### src/sadc_defs.svh
// sadc_defs.svh: register offsets, field positions, reset values and conversion counts
//------------------------------------------------------------
// Summary of operation
// RULE1: eight read-only 16-bit results per unit, 10-bit value in 15:6, low six zero
// RULE2: software reads result registers only as whole words, never bytes
// RULE3: result of input n lands in result register n
// RULE4: end flag bit 7 sets after a single conversion or after a full scan
// RULE5: end flag clears on a write of 0 only after it was read as 1
// RULE6: transfer controller reading a result clears the end flag; code clears it only while enable bit 6 is set
// RULE7: interrupt request is high while end flag and enable bit 6 are set
// RULE8: start bit 5 written 1 starts; written 0 stops and idles the converter
// RULE9: single mode clears the start bit when its conversion completes
// RULE10: scan mode keeps converting until start is cleared or reset
// RULE11: status bit 4 and config bits 1:0 read zero and ignore writes
// RULE12: single mode channel select 0..7 picks input 0..7; top bit prohibited
// RULE13: four-channel scan covers group base 0 or 4 plus low bits count
// RULE14: eight-channel scan covers input 0 up to the selected input
// RULE15: trigger select 00 off, 01 timer unit, 11 external pin, 10 prohibited
// RULE16: mode bits 0X single, 10 scan of four, 11 scan of eight
// RULE17: conversion length 530, 266, 134 or 68 states by clock select
// RULE18: software changes clock select only while start bit is 0
// RULE19: each pull-down bit enables the matching input pull-down, reset 0
// RULE20: two identical units, second unit inputs 8..15 map like 0..7
// RULE21: each unit has its own external trigger input
// RULE22: falling edge on external trigger with select 11 sets the start bit
// RULE23: scan restarts at the group's first channel after the end or a stop
// RULE24: scan conversions after the first take 512, 256, 128 or 64 states
// RULE25: control drives core channel and start, captures result on completion
// RULE26: software write beats hardware start clear; hardware flag set beats clear
//------------------------------------------------------------
`ifndef SADC_DEFS_SVH
`define SADC_DEFS_SVH

// register byte offsets, unit 1 sits one stride above unit 0
`define SADC_UNIT_STRIDE  8'h40
`define SADC_OFS_CSR      8'h20
`define SADC_OFS_CFG      8'h24
`define SADC_OFS_PULLDOWN 8'h80

// field positions
`define SADC_CSR_FLAG   7
`define SADC_CSR_IRQEN  6
`define SADC_CSR_START  5
`define SADC_CFG_SCAN_ENABLE  5
`define SADC_CFG_SCAN_SIZE  4

// reset values
`define SADC_CSR_RST 8'h00
`define SADC_CFG_RST 8'h00
`define SADC_PD_RST  16'h0000

// trigger select codes
`define SADC_TRG_OFF   2'h0
`define SADC_TRG_TIMER 2'h1
`define SADC_TRG_EXT   2'h3

// bus responses
`define SADC_RESP_OK  2'h0
`define SADC_RESP_ERR 2'h2

// first conversion length in states: 530, 266, 134, 68
`define SADC_T1_CONV_CLOCK_SELECT_LO 10'h212
`define SADC_T1_CONV_CLOCK_SELECT_HI 10'h10A
`define SADC_T1_CKS2 10'h086
`define SADC_T1_CKS3 10'h044
// later scan conversions in states: 512, 256, 128, 64
`define SADC_TN_CONV_CLOCK_SELECT_LO 10'h200
`define SADC_TN_CONV_CLOCK_SELECT_HI 10'h100
`define SADC_TN_CKS2 10'h080
`define SADC_TN_CKS3 10'h040

`endif

### src/sadc_pkg.sv
// sadc_pkg.sv: types shared by the converter control blocks
package sadc_pkg;

  // sequencer states
  typedef enum logic [2:0] {
    SEQ_IDLE = 3'h1,
    SEQ_CONV = 3'h2,
    SEQ_HALT = 3'h4
  } sadc_seq_st_t;

  typedef struct packed {
    sadc_seq_st_t st;
    logic [2:0]   ch;
    logic         first;
    logic         seen;
    logic [9:0]   cnt;
    logic         start_p;
    logic         res_we;
    logic [2:0]   res_ch;
    logic [9:0]   res_data;
    logic         end_evt;
    logic         single_done;
  } sadc_seq_t;

  typedef struct packed {
    logic prev;
  } sadc_fall_t;

  typedef struct packed {
    logic            flag;
    logic            irq_en;
    logic            start;
    logic            armed;
    logic            kick;
    logic [3:0]      chsel;
    logic [1:0]      trg;
    logic            scan_e;
    logic            scan_s;
    logic [1:0]      cks;
    logic [7:0][9:0] res;
  } sadc_unit_t;

  typedef struct packed {
    logic       ok;
    logic       unit;
    logic       is_res;
    logic       is_csr;
    logic       is_cfg;
    logic       is_pd;
    logic [2:0] idx;
  } sadc_dec_t;

  typedef struct packed {
    sadc_unit_t [1:0] u;
    logic [15:0]      pd;
    logic             aw_hold;
    logic             w_hold;
    logic [7:0]       awaddr;
    logic [31:0]      wdata;
    logic [3:0]       wstrb;
    logic             bvalid;
    logic [1:0]       bresp;
    logic             rvalid;
    logic [31:0]      rdata;
    logic [1:0]       rresp;
  } sadc_top_t;

endpackage

### src/sadc_fall.sv
// sadc_fall.sv: falling edge detector for an active-low trigger pin
module sadc_fall (
  input  wire logic clk,
  input  wire logic rst_b,
  input  wire logic pin_b,
  output logic      fall
);
  import sadc_pkg::*;

  sadc_fall_t s;
  sadc_fall_t n;

  // remember the previous pin level
  always_comb begin
    n.prev = pin_b;
  end

  always_ff @(posedge clk) begin
    if (!rst_b) begin
      s.prev <= 1'b1;
    end else begin
      s <= n;
    end
  end

  assign fall = s.prev & ~pin_b; // [RULE22]
endmodule

### src/sadc_seq.sv
// sadc_seq.sv: channel sequencer and conversion timer of one unit
`include "sadc_defs.svh"
module sadc_seq (
  input  wire logic       clk,
  input  wire logic       rst_b,
  input  wire logic       run,
  input  wire logic       kick,
  input  wire logic       scan_e,
  input  wire logic       scan_s,
  input  wire logic [2:0] chsel,
  input  wire logic [1:0] cks,
  input  wire logic       core_done,
  input  wire logic [9:0] core_result,
  output logic            core_start,
  output logic [2:0]      core_chan,
  output logic            res_we,
  output logic [2:0]      res_ch,
  output logic [9:0]      res_data,
  output logic            end_evt,
  output logic            single_done
);
  import sadc_pkg::*;

  sadc_seq_t  s;
  sadc_seq_t  n;
  logic [2:0] first_ch;
  logic       go;

  // conversion length minus one
  function automatic logic [9:0] conv_len(input logic first, input logic [1:0] sel);
    logic [9:0] v;
    case (sel)
      2'h0: v = first ? `SADC_T1_CONV_CLOCK_SELECT_LO : `SADC_TN_CONV_CLOCK_SELECT_LO;
      2'h1: v = first ? `SADC_T1_CONV_CLOCK_SELECT_HI : `SADC_TN_CONV_CLOCK_SELECT_HI;
      2'h2: v = first ? `SADC_T1_CKS2 : `SADC_TN_CKS2;
      default: v = first ? `SADC_T1_CKS3 : `SADC_TN_CKS3;
    endcase
    return v - 10'h001;
  endfunction

  // group start; the group end is always the selected channel
  assign first_ch = scan_e ? (scan_s ? 3'h0 : {chsel[2], 2'h0}) : chsel; // [RULE12] [RULE13] [RULE14] [RULE16]
  assign go = run & ((s.st == SEQ_IDLE) | ((s.st == SEQ_HALT) & kick));

  // next state
  always_comb begin
    n = s;
    n.start_p = 1'b0;
    n.res_we = 1'b0;
    n.end_evt = 1'b0;
    n.single_done = 1'b0;
    case (s.st)
      SEQ_CONV: begin
        if (core_done) begin
          n.seen = 1'b1;
          n.res_data = core_result; // result only stands with done
        end
        if (s.cnt != 10'h000) begin
          n.cnt = s.cnt - 10'h001; // [RULE17] [RULE24]
        end else if (s.seen || core_done) begin
          n.res_we = 1'b1; // [RULE25]
          n.res_ch = s.ch;
          n.seen = 1'b0;
          n.first = 1'b0;
          n.start_p = 1'b1;
          n.cnt = conv_len(1'b0, cks);
          if (s.ch != chsel) begin
            n.ch = s.ch + 3'h1;
          end else begin
            n.end_evt = 1'b1; // [RULE4]
            n.ch = first_ch; // [RULE23]
            if (!scan_e) begin
              n.st = SEQ_HALT; // [RULE9]
              n.single_done = 1'b1;
              n.start_p = 1'b0;
            end
          end
        end
      end
      SEQ_IDLE, SEQ_HALT: begin
      end
      default: n.st = SEQ_IDLE;
    endcase
    // (re)start at the group's first channel
    if (go) begin
      n.st = SEQ_CONV;
      n.ch = first_ch; // [RULE23]
      n.first = 1'b1;
      n.seen = 1'b0;
      n.cnt = conv_len(1'b1, cks);
      n.start_p = 1'b1; // [RULE25]
    end
    // a cleared start bit stops everything at once
    if (!run) begin
      n.st = SEQ_IDLE; // [RULE8] [RULE10]
      n.start_p = 1'b0;
      n.res_we = 1'b0;
      n.end_evt = 1'b0;
      n.single_done = 1'b0;
    end
  end

  always_ff @(posedge clk) begin
    if (!rst_b) begin
      s <= '0;
      s.st <= SEQ_IDLE;
    end else begin
      s <= n;
    end
  end

  assign core_start = s.start_p;
  assign core_chan = s.ch;
  assign res_we = s.res_we;
  assign res_ch = s.res_ch;
  assign res_data = s.res_data;
  assign end_evt = s.end_evt;
  assign single_done = s.single_done;
endmodule

### src/sadc_top.sv
// sadc_top.sv: two converter units with their register file on an AXI4-Lite slave
`include "sadc_defs.svh"
module sadc_top (
  input  wire logic             clk,
  input  wire logic             rst_b,
  input  wire logic [7:0]       s_axi_awaddr,
  input  wire logic             s_axi_awvalid,
  output logic                  s_axi_awready,
  input  wire logic [31:0]      s_axi_wdata,
  input  wire logic [3:0]       s_axi_wstrb,
  input  wire logic             s_axi_wvalid,
  output logic                  s_axi_wready,
  output logic [1:0]            s_axi_bresp,
  output logic                  s_axi_bvalid,
  input  wire logic             s_axi_bready,
  input  wire logic [7:0]       s_axi_araddr,
  input  wire logic             s_axi_arvalid,
  output logic                  s_axi_arready,
  output logic [31:0]           s_axi_rdata,
  output logic [1:0]            s_axi_rresp,
  output logic                  s_axi_rvalid,
  input  wire logic             s_axi_rready,
  input  wire logic             xfer_ctrl_read,
  input  wire logic             ext_conv_trigger_u0_b,
  input  wire logic             ext_conv_trigger_u1_b,
  input  wire logic [1:0]       timer_unit_trigger,
  output logic [1:0]            core_start,
  output logic [1:0][2:0]       core_chan,
  input  wire logic [1:0]       core_done,
  input  wire logic [1:0][9:0]  core_result,
  output logic [1:0]            conv_end_irq,
  output logic [15:0]           pulldown_ch
);
  import sadc_pkg::*;

  sadc_top_t       s;
  sadc_top_t       n;
  sadc_dec_t       wd;
  sadc_dec_t       rd;
  logic            aw_fire;
  logic            w_fire;
  logic            ar_fire;
  logic            wr_go;
  logic [1:0]      sw_csr;
  logic [1:0]      trig_b;
  logic [1:0]      trig_fall;
  logic [1:0]      seq_res_we;
  logic [1:0][2:0] seq_res_ch;
  logic [1:0][9:0] seq_res_data;
  logic [1:0]      seq_end;
  logic [1:0]      seq_sdone;

  //------------------------------------------------------------
  // address decode
  //------------------------------------------------------------

  // map a byte address onto unit, register kind and result index
  function automatic sadc_dec_t sadc_decode(input logic [7:0] a);
    sadc_dec_t  d;
    logic [7:0] lo;
    d = '0;
    lo = {2'h0, a[5:0]};
    if (a[1:0] == 2'h0) begin
      if (a == `SADC_OFS_PULLDOWN) begin
        d.ok = 1'b1;
        d.is_pd = 1'b1;
      end else if (a < (`SADC_UNIT_STRIDE << 1)) begin
        d.unit = a[6];
        d.idx = lo[4:2];
        d.is_res = lo < `SADC_OFS_CSR;
        d.is_csr = lo == `SADC_OFS_CSR;
        d.is_cfg = lo == `SADC_OFS_CFG;
        d.ok = d.is_res | d.is_csr | d.is_cfg;
      end
    end
    return d;
  endfunction

  // status byte image with reserved bit 4 reading zero
  function automatic logic [7:0] csr_img(input sadc_unit_t x);
    return {x.flag, x.irq_en, x.start, 1'b0, x.chsel}; // [RULE11]
  endfunction

  // handshakes: one write and one read in flight at a time
  assign s_axi_awready = ~s.aw_hold & ~s.bvalid;
  assign s_axi_wready = ~s.w_hold & ~s.bvalid;
  assign s_axi_arready = ~s.rvalid;
  assign aw_fire = s_axi_awvalid & s_axi_awready;
  assign w_fire = s_axi_wvalid & s_axi_wready;
  assign ar_fire = s_axi_arvalid & s_axi_arready;
  assign wr_go = s.aw_hold & s.w_hold;
  assign wd = sadc_decode(s.awaddr);
  assign rd = sadc_decode(s_axi_araddr);

  //------------------------------------------------------------
  // converter units
  //------------------------------------------------------------

  assign trig_b = {ext_conv_trigger_u1_b, ext_conv_trigger_u0_b};

  // two identical units, each with its own trigger pin
  for (genvar g = 0; g < 2; g++) begin : g_unit // [RULE20] [RULE21]
    sadc_fall u_fall (
      .clk   (clk),
      .rst_b (rst_b),
      .pin_b (trig_b[g]),
      .fall  (trig_fall[g])
    );

    sadc_seq u_seq (
      .clk         (clk),
      .rst_b       (rst_b),
      .run         (s.u[g].start),
      .kick        (s.u[g].kick),
      .scan_e      (s.u[g].scan_e),
      .scan_s      (s.u[g].scan_s),
      .chsel       (s.u[g].chsel[2:0]),
      .cks         (s.u[g].cks),
      .core_done   (core_done[g]),
      .core_result (core_result[g]),
      .core_start  (core_start[g]),
      .core_chan   (core_chan[g]),
      .res_we      (seq_res_we[g]),
      .res_ch      (seq_res_ch[g]),
      .res_data    (seq_res_data[g]),
      .end_evt     (seq_end[g]),
      .single_done (seq_sdone[g])
    );
  end

  //------------------------------------------------------------
  // register file and bus state
  //------------------------------------------------------------

  // next state: bus capture, software access, then hardware events
  always_comb begin
    logic wsel;
    logic rsel;
    logic hw_trig;
    wsel = 1'b0;
    rsel = 1'b0;
    hw_trig = 1'b0;
    n = s;
    sw_csr = 2'h0;
    if (aw_fire) begin
      n.aw_hold = 1'b1;
      n.awaddr = s_axi_awaddr;
    end
    if (w_fire) begin
      n.w_hold = 1'b1;
      n.wdata = s_axi_wdata;
      n.wstrb = s_axi_wstrb;
    end
    if (s.bvalid && s_axi_bready) begin
      n.bvalid = 1'b0;
    end
    if (s.rvalid && s_axi_rready) begin
      n.rvalid = 1'b0;
    end
    // write: both halves held, answer next edge
    if (wr_go) begin
      n.aw_hold = 1'b0;
      n.w_hold = 1'b0;
      n.bvalid = 1'b1;
      n.bresp = wd.ok ? `SADC_RESP_OK : `SADC_RESP_ERR;
      if (wd.is_pd && s.wstrb[0]) begin
        n.pd[7:0] = s.wdata[7:0]; // [RULE19]
      end
      if (wd.is_pd && s.wstrb[1]) begin
        n.pd[15:8] = s.wdata[15:8]; // [RULE19]
      end
    end
    // read: data stands until rready
    if (ar_fire) begin
      n.rvalid = 1'b1;
      n.rresp = rd.ok ? `SADC_RESP_OK : `SADC_RESP_ERR;
      n.rdata = rd.is_pd ? {16'h0000, s.pd} : 32'h0000_0000;
    end
    for (int i = 0; i < 2; i++) begin
      wsel = wr_go && wd.ok && (wd.unit == 1'(i)) && s.wstrb[0];
      rsel = ar_fire && rd.ok && (rd.unit == 1'(i));
      n.u[i].kick = 1'b0;
      if (rsel && rd.is_res) begin
        n.rdata = {16'h0000, s.u[i].res[rd.idx], 6'h00}; // [RULE1]
      end
      if (rsel && rd.is_cfg) begin
        n.rdata = {24'h00_0000, s.u[i].trg, s.u[i].scan_e, s.u[i].scan_s, s.u[i].cks, 2'h0}; // [RULE11]
      end
      if (rsel && rd.is_csr) begin
        n.rdata = {24'h00_0000, csr_img(s.u[i])};
        if (s.u[i].flag) begin
          n.u[i].armed = 1'b1; // [RULE5]
        end
      end
      // transfer controller fetching a result with the interrupt enabled acknowledges the end
      if (rsel && rd.is_res && xfer_ctrl_read && s.u[i].irq_en && s.u[i].flag) begin
        n.u[i].flag = 1'b0; // [RULE6]
        n.u[i].armed = 1'b0;
      end
      if (wsel && wd.is_cfg) begin
        n.u[i].trg = s.wdata[7:6]; // [RULE15]
        n.u[i].scan_e = s.wdata[`SADC_CFG_SCAN_ENABLE]; // [RULE16]
        n.u[i].scan_s = s.wdata[`SADC_CFG_SCAN_SIZE];
        n.u[i].cks = s.wdata[3:2]; // [RULE17]
      end
      if (wsel && wd.is_csr) begin
        sw_csr[i] = 1'b1;
        if (!s.wdata[`SADC_CSR_FLAG] && s.u[i].armed) begin
          n.u[i].flag = 1'b0; // [RULE5]
          n.u[i].armed = 1'b0;
        end
        n.u[i].irq_en = s.wdata[`SADC_CSR_IRQEN];
        n.u[i].start = s.wdata[`SADC_CSR_START]; // [RULE8]
        n.u[i].kick = s.wdata[`SADC_CSR_START];
        n.u[i].chsel = s.wdata[3:0]; // [RULE12]
      end
      // hardware start sources, software write wins
      hw_trig = ((s.u[i].trg == `SADC_TRG_TIMER) && timer_unit_trigger[i]) ||
                ((s.u[i].trg == `SADC_TRG_EXT) && trig_fall[i]); // [RULE15] [RULE22]
      if (hw_trig && !s.u[i].start && !sw_csr[i]) begin
        n.u[i].start = 1'b1; // [RULE22]
        n.u[i].kick = 1'b1;
      end
      if (seq_sdone[i] && !sw_csr[i]) begin
        n.u[i].start = 1'b0; // [RULE9] [RULE26]
      end
      if (seq_res_we[i]) begin
        n.u[i].res[seq_res_ch[i]] = seq_res_data[i]; // [RULE3]
      end
      if (seq_end[i]) begin
        n.u[i].flag = 1'b1; // [RULE4] [RULE26]
      end
    end
  end

  // state register with synchronous reset
  always_ff @(posedge clk) begin
    if (!rst_b) begin
      s <= '0;
      s.pd <= `SADC_PD_RST;
    end else begin
      s <= n;
    end
  end

  //------------------------------------------------------------
  // outputs
  //------------------------------------------------------------

  assign s_axi_bvalid = s.bvalid;
  assign s_axi_bresp = s.bresp;
  assign s_axi_rvalid = s.rvalid;
  assign s_axi_rdata = s.rdata;
  assign s_axi_rresp = s.rresp;
  assign pulldown_ch = s.pd;
  assign conv_end_irq[0] = s.u[0].flag & s.u[0].irq_en; // [RULE7]
  assign conv_end_irq[1] = s.u[1].flag & s.u[1].irq_en; // [RULE7]
endmodule

### config.mk
export PLATFORM = sky130hd
export DESIGN_NAME = sadc_top
export DESIGN_NICKNAME = d
export VERILOG_FILES = /design/src/sadc_pkg.sv /design/src/sadc_fall.sv /design/src/sadc_seq.sv /design/src/sadc_top.sv
export VERILOG_INCLUDE_DIRS = /design/src
export SDC_FILE = /design/constraint.sdc
export NUM_CORES = 1
export LEC_CHECK = 0
export BUFFER_PORTS_ARGS = -buffer_cell sky130_fd_sc_hd__buf_2
export CELL_PAD_IN_SITES_DETAIL_PLACEMENT = 0
export CELL_PAD_IN_SITES_GLOBAL_PLACEMENT = 1
export CORE_MARGIN = 3
export CORE_UTILIZATION = 47
export CTS_BUF_LIST = sky130_fd_sc_hd__clkbuf_16
export DETAILED_ROUTE_END_ITERATION = 8
export MAX_ROUTING_LAYER = met4
export PLACE_DENSITY_LB_ADDON = 0.1
export SLEW_MARGIN = 20
export SYNTH_ARGS = -nofsm -noshare
export SYNTH_HDL_FRONTEND = slang
export SYNTH_SLANG_ARGS = --single-unit
### constraint.sdc
create_clock -name clk -period 3.9 [get_ports clk]
set_input_delay 0.39 -clock clk [delete_from_list [all_inputs] [get_ports clk]]
set_output_delay 0.39 -clock clk [all_outputs]
set_load 0.05 [all_outputs]
# Yosys cells after proc, flatten, opt, wreduce, memory -nomap -nowiden
# Cells that the tools add are included.
# word_totals
register_bits	342
in_bits	86
wordCells	390
# classes
add_sub_neg	8
magnitude_cmp	9
n_eq_ne	42
mux	113
bitwise_logic	39
n_reduce_logical	104
# op_table
operator	n
$bwmux W80	2
$mux W10	16
$pmux W10 S3	4
$mux W16	5
$mux W32	2
$bmux W10 S3	2
$demux W10 S3	2
$sub A10 B1 Y10 const B	6
$mux W23	2
$mux W3	15
$logic_and A1 B1 Y1	42
$mux W1	36
$mux W18	2
$mux W9	4
$mux W35	1
$mux W8	4
$eq A6 B6 Y1 const B	4
$mux W5	4
$reduce_and A5 Y1	4
$reduce_bool A10 Y1	2
$not A1 Y1	19
$ne A3 B2 Y1 const B	6
$eq A8 B8 Y1 const B	2
$lt A8 B8 Y1 const B	2
34 further kinds	127

# Logic depth before layout (Yosys ltp)
# logic_depth
depth_word	16
mapped_depth	9
ltp_nobuf	8

# Hierarchy
# From an unflattened synthesis, not the netlist that was laid out.
# unflattened
hier_cells	1998
area_unflattened_um2	15899.0
# modules_own_cells
mod	instances	cells_per_inst	area_each_um2
sadc_top	1	1514	12052.8
sadc_seq	2	239	1890.6
sadc_fall	2	3	32.5

# Worst setup path after synthesis
# OpenSTA, ideal clock, no wires.
# synth_path
path_type	reg-to-reg
start	register g_unit[0].u_seq.s[17] (netlist name)
end	register g_unit[0].u_seq.s, in the netlist g_unit[0].u_seq.core_chan[2]
arrival_ns	2.288
setup_slack_ns	1.533
stages_incl_launch_ff	10
period_less_slack_ns	2.367
cell_sequence	dfxtp_1 > inv_1 > ha_1 > or4b_4 > or3b_4 > or3_1 > buf_6 > a21oi_2 > o32ai_1 > a211oi_2
# synth_via
elab_chain_len	3
# synth_lines
element	line	source
start, declared	sadc_seq.sv:24	sadc_seq_t s;
start signal, assigned	sadc_seq.sv:108	s <= n;
$reduce_bool A10 Y1	sadc_seq.sv:58	if (s.cnt != 10'h000) begin
$ne A2 B1 Y1 (no line)	--	
$reduce_and A3 Y1 (no line)	--	
# Every way passes these cells.
# A chain may end at the register's enable or synchronous reset.

# Final worst setup path
# Ends and elaborated chain as after synthesis.

==> impl_metrics.tcl <==
set metrics [dict create \
    ys_warn_count 0 \
    initial_core_util_pct 47.8 \
    clock_latency_ps 520 \
    rsz0062_at_grt "false" \
    required_ps 4340 \
    grtUsageMet2_pct 39.9 \
    cts_tree "built" \
    synth-edff-count 0 \
    power_density_nw_per_um2 440 \
    power.leakage_nw 5.80 \
    drive_gt1_share_pct 11.3 \
    clkSinkCount 324 \
    synth_top_cell_by_area "dfxtp_1" \
    crit_path_max_fanout 14 \
    timing.final.crit_share_pct 70.0 \
    antennaDiodeCount 0 \
    final_area_um2 16200 \
    syn_avg_cell_area_um2 7.75 \
    gr-max-usage-layer "met2" \
    syn-cell-area_um2 14700 \
    fin_crit_ps 2730 \
    clockBufferDepth 3 \
    grt_pass1_vias 11900 \
    grt_use_total_pct 25.9 \
    syn_inst 1892 \
    drv_cap 0 \
    layout.nets 1989 \
    grt-ovfl-total 0 \
    worst_setup_path_start_kind "register" \
    dp.cells 2255 \
    hold_viol 0 \
    vdd_drop_max_mv 0.294 \
    path_class "register to register" \
    grt_use_met1_pct 37.1 \
    relSlewSlack_pct 29.1 \
    die_y_um 183 \
    setup_ws_ps 1170 \
    synthTopCellsByArea "dfxtp_1, nand2_1, a21oi_1" \
    fp-row-count 64 \
    fin_cells 2317 \
    num_io_pins 153 \
    use_met3_pct 3.45 \
    finalClockSkew_ps 19.5 \
    gp_congestion 0.843 \
    cts_resized 0 \
    synth_cell_types 73 \
    finalPower_mw 7.12 \
    cts-htree-levels 2 \
    cts_setup_buffers 0 \
    finish.utilization_pct 52.8 \
    hold_ws_ps 89.1 \
    synth_flop_cell "dfxtp_1" \
    yosysSeqAreaShare_pct 44.2 \
    drt-wirelength-per-cell_um 18.6 \
    critPathCaptureType "register" \
    tns_ps 0 \
    drt_iter0_markers 978 \
    status "complete, no violations" \
    fmax_ghz 0.366 \
    drt_wl_total_um 43100 \
    slew_violations 0 \
    hold_class "input pin to register" \
    final-setup-viol-count 0 \
    ys_seq_elements 324 \
    grt_max_degree 118 \
    via_count 13100 \
    area_growth_pct 10.3 \
    drc 0 \
    dieArea_um2 33400 \
    worstPathArrival_ps 3170 \
    chipWidth_um 183 \
    placed_area_um2 15000 \
    path_clk_slew_ps 60 \
    cts_root_buf "clkbuf_16" \
    drtAntennaViolNets 0 \
    vias_per_cell 5.65 \
    grt_pass1_wl_um 68200 \
    io_buffers 116 \
    synth_top_area_share_pct 44.2 \
    dp_slack_ps 905 \
    drtPass1Iterations 6 \
    tightest_slew_ps 1060 \
    async_flop_share_pct 0 \
    core_um2 30700 \
    numCtsBuffers 36 \
    antenna_found_initial 0 \
    cts_hold_buf 0 \
    dp_hpwl_um 29800 \
]
[cell families after synthesis]
family                   Yosys count  synth area share [%]
flip-flops                       324                  44.2
AO/OA/AOI/OAI                    469                  18.9
XOR/XNOR                          14                 0.836
adder cells (fa/ha/maj)            6                 0.512
AND/OR/NAND/NOR                  794                  23.2
other                              1                0.0256
buffers and inverters            210                  6.99
multiplexers                      74                  5.38
[layout make-up]
cell class,instances,area (um2)
Fill cell,3002,14500
Multi-Input combinational cell,1375,7220
Sequential cell,324,6490
Clock buffer,37,926
Timing Repair Buffer,135,736
Tap cell,396,495
Clock inverter,25,213
Inverter,25,101
[where the power goes]
part | switching (mW) | total, mW | internal, mW
registers | 0.0385 | 3.38 | 3.34
clock network | 1.35 | 3.33 | 1.98
logic | 0.298 | 0.402 | 0.104
[sequential cells by signal, indices dropped and copies added (netlist names), 6 cells and up]
register                cells
s_axi_rdata                16
g_unit.u_seq.res_ch         6
g_unit.u_seq.s             28
pulldown_ch                16
s                         218
g_unit.u_seq.core_chan      6
g_unit.u_seq.res_data      20
[critical path, cell delays in order, from the launching register on]
cell and delay [ps]:
dfxtp_1 340, inv_1 70, ha_1 190, or4b_4 490, or3b_4 490, or3_1 590, a21oi_2 170, o32ai_1 100
a211oi_2 220
[placed cells by master, fill, tap and decap left out, types with 11 or more instances in the layout]
| cell | instances |
|---|---|
| a221oi_1 | 20 |
| nor2_1 | 106 |
| a211oi_1 | 11 |
| nand3_1 | 26 |
| a31oi_1 | 13 |
| nor3_1 | 26 |
| conb_1 | 18 |
| mux2_2 | 19 |
| nor2b_1 | 16 |
| a21oi_1 | 287 |
| o221ai_1 | 20 |
| inv_1 | 31 |
| xnor2_1 | 12 |
| nand2_1 | 519 |
| and2_1 | 15 |
| nand2b_1 | 26 |
| dfxtp_1 | 324 |
| buf_4 | 18 |
| buf_2 | 116 |
| clkbuf_16 | 37 |
| mux2i_1 | 53 |
| o22ai_1 | 17 |
| o21ai_0 | 46 |
[synthesized netlist by cell type, types with 4 or more instances]
cell and number:
buf_4 60, a221oi_1 20, buf_1 18, o22ai_1 17
nor2_1 106, xnor2_1 12, nand2_1 519, o221ai_1 20
nor3_1 26, nand3_1 26, nor3b_1 5, a2111oi_0 9
a311o_1 6, mux2_2 19, nand3b_1 5, a31oi_1 13
nor2b_1 17, a21oi_1 287, or3_1 9, a22oi_1 5
and2_1 15, mux2i_1 53, nor4_1 8, ha_1 6
o21ai_0 46, dfxtp_1 324, nand4_1 10, clkbuf_1 103
a211oi_1 11, and3_1 4, inv_1 25, nand2b_1 26
[metal layers]
metal / wire (um) / share of wire [%]
met1: 20500 / 48
met2: 19200 / 45
met5: 0 / 0
met3: 2680 / 6.2
met4: 650 / 1.5
[final timing paths]
kind	endpoint	slack, ps	depth (start not counted)	startpoint
worst max-delay path	g_unit[0].u_seq.core_chan[2]	1170	8	g_unit[0].u_seq.s[17]
worst min-delay path	g_unit[1].u_fall.s	90	2	ext_conv_trigger_u1_b
worst max register to register	g_unit[0].u_seq.core_chan[2]	1170	8	g_unit[0].u_seq.s[17]
worst min register to register	s[158]	450	2	s[158]
Note: power is estimated with default switching activity, not from simulation.
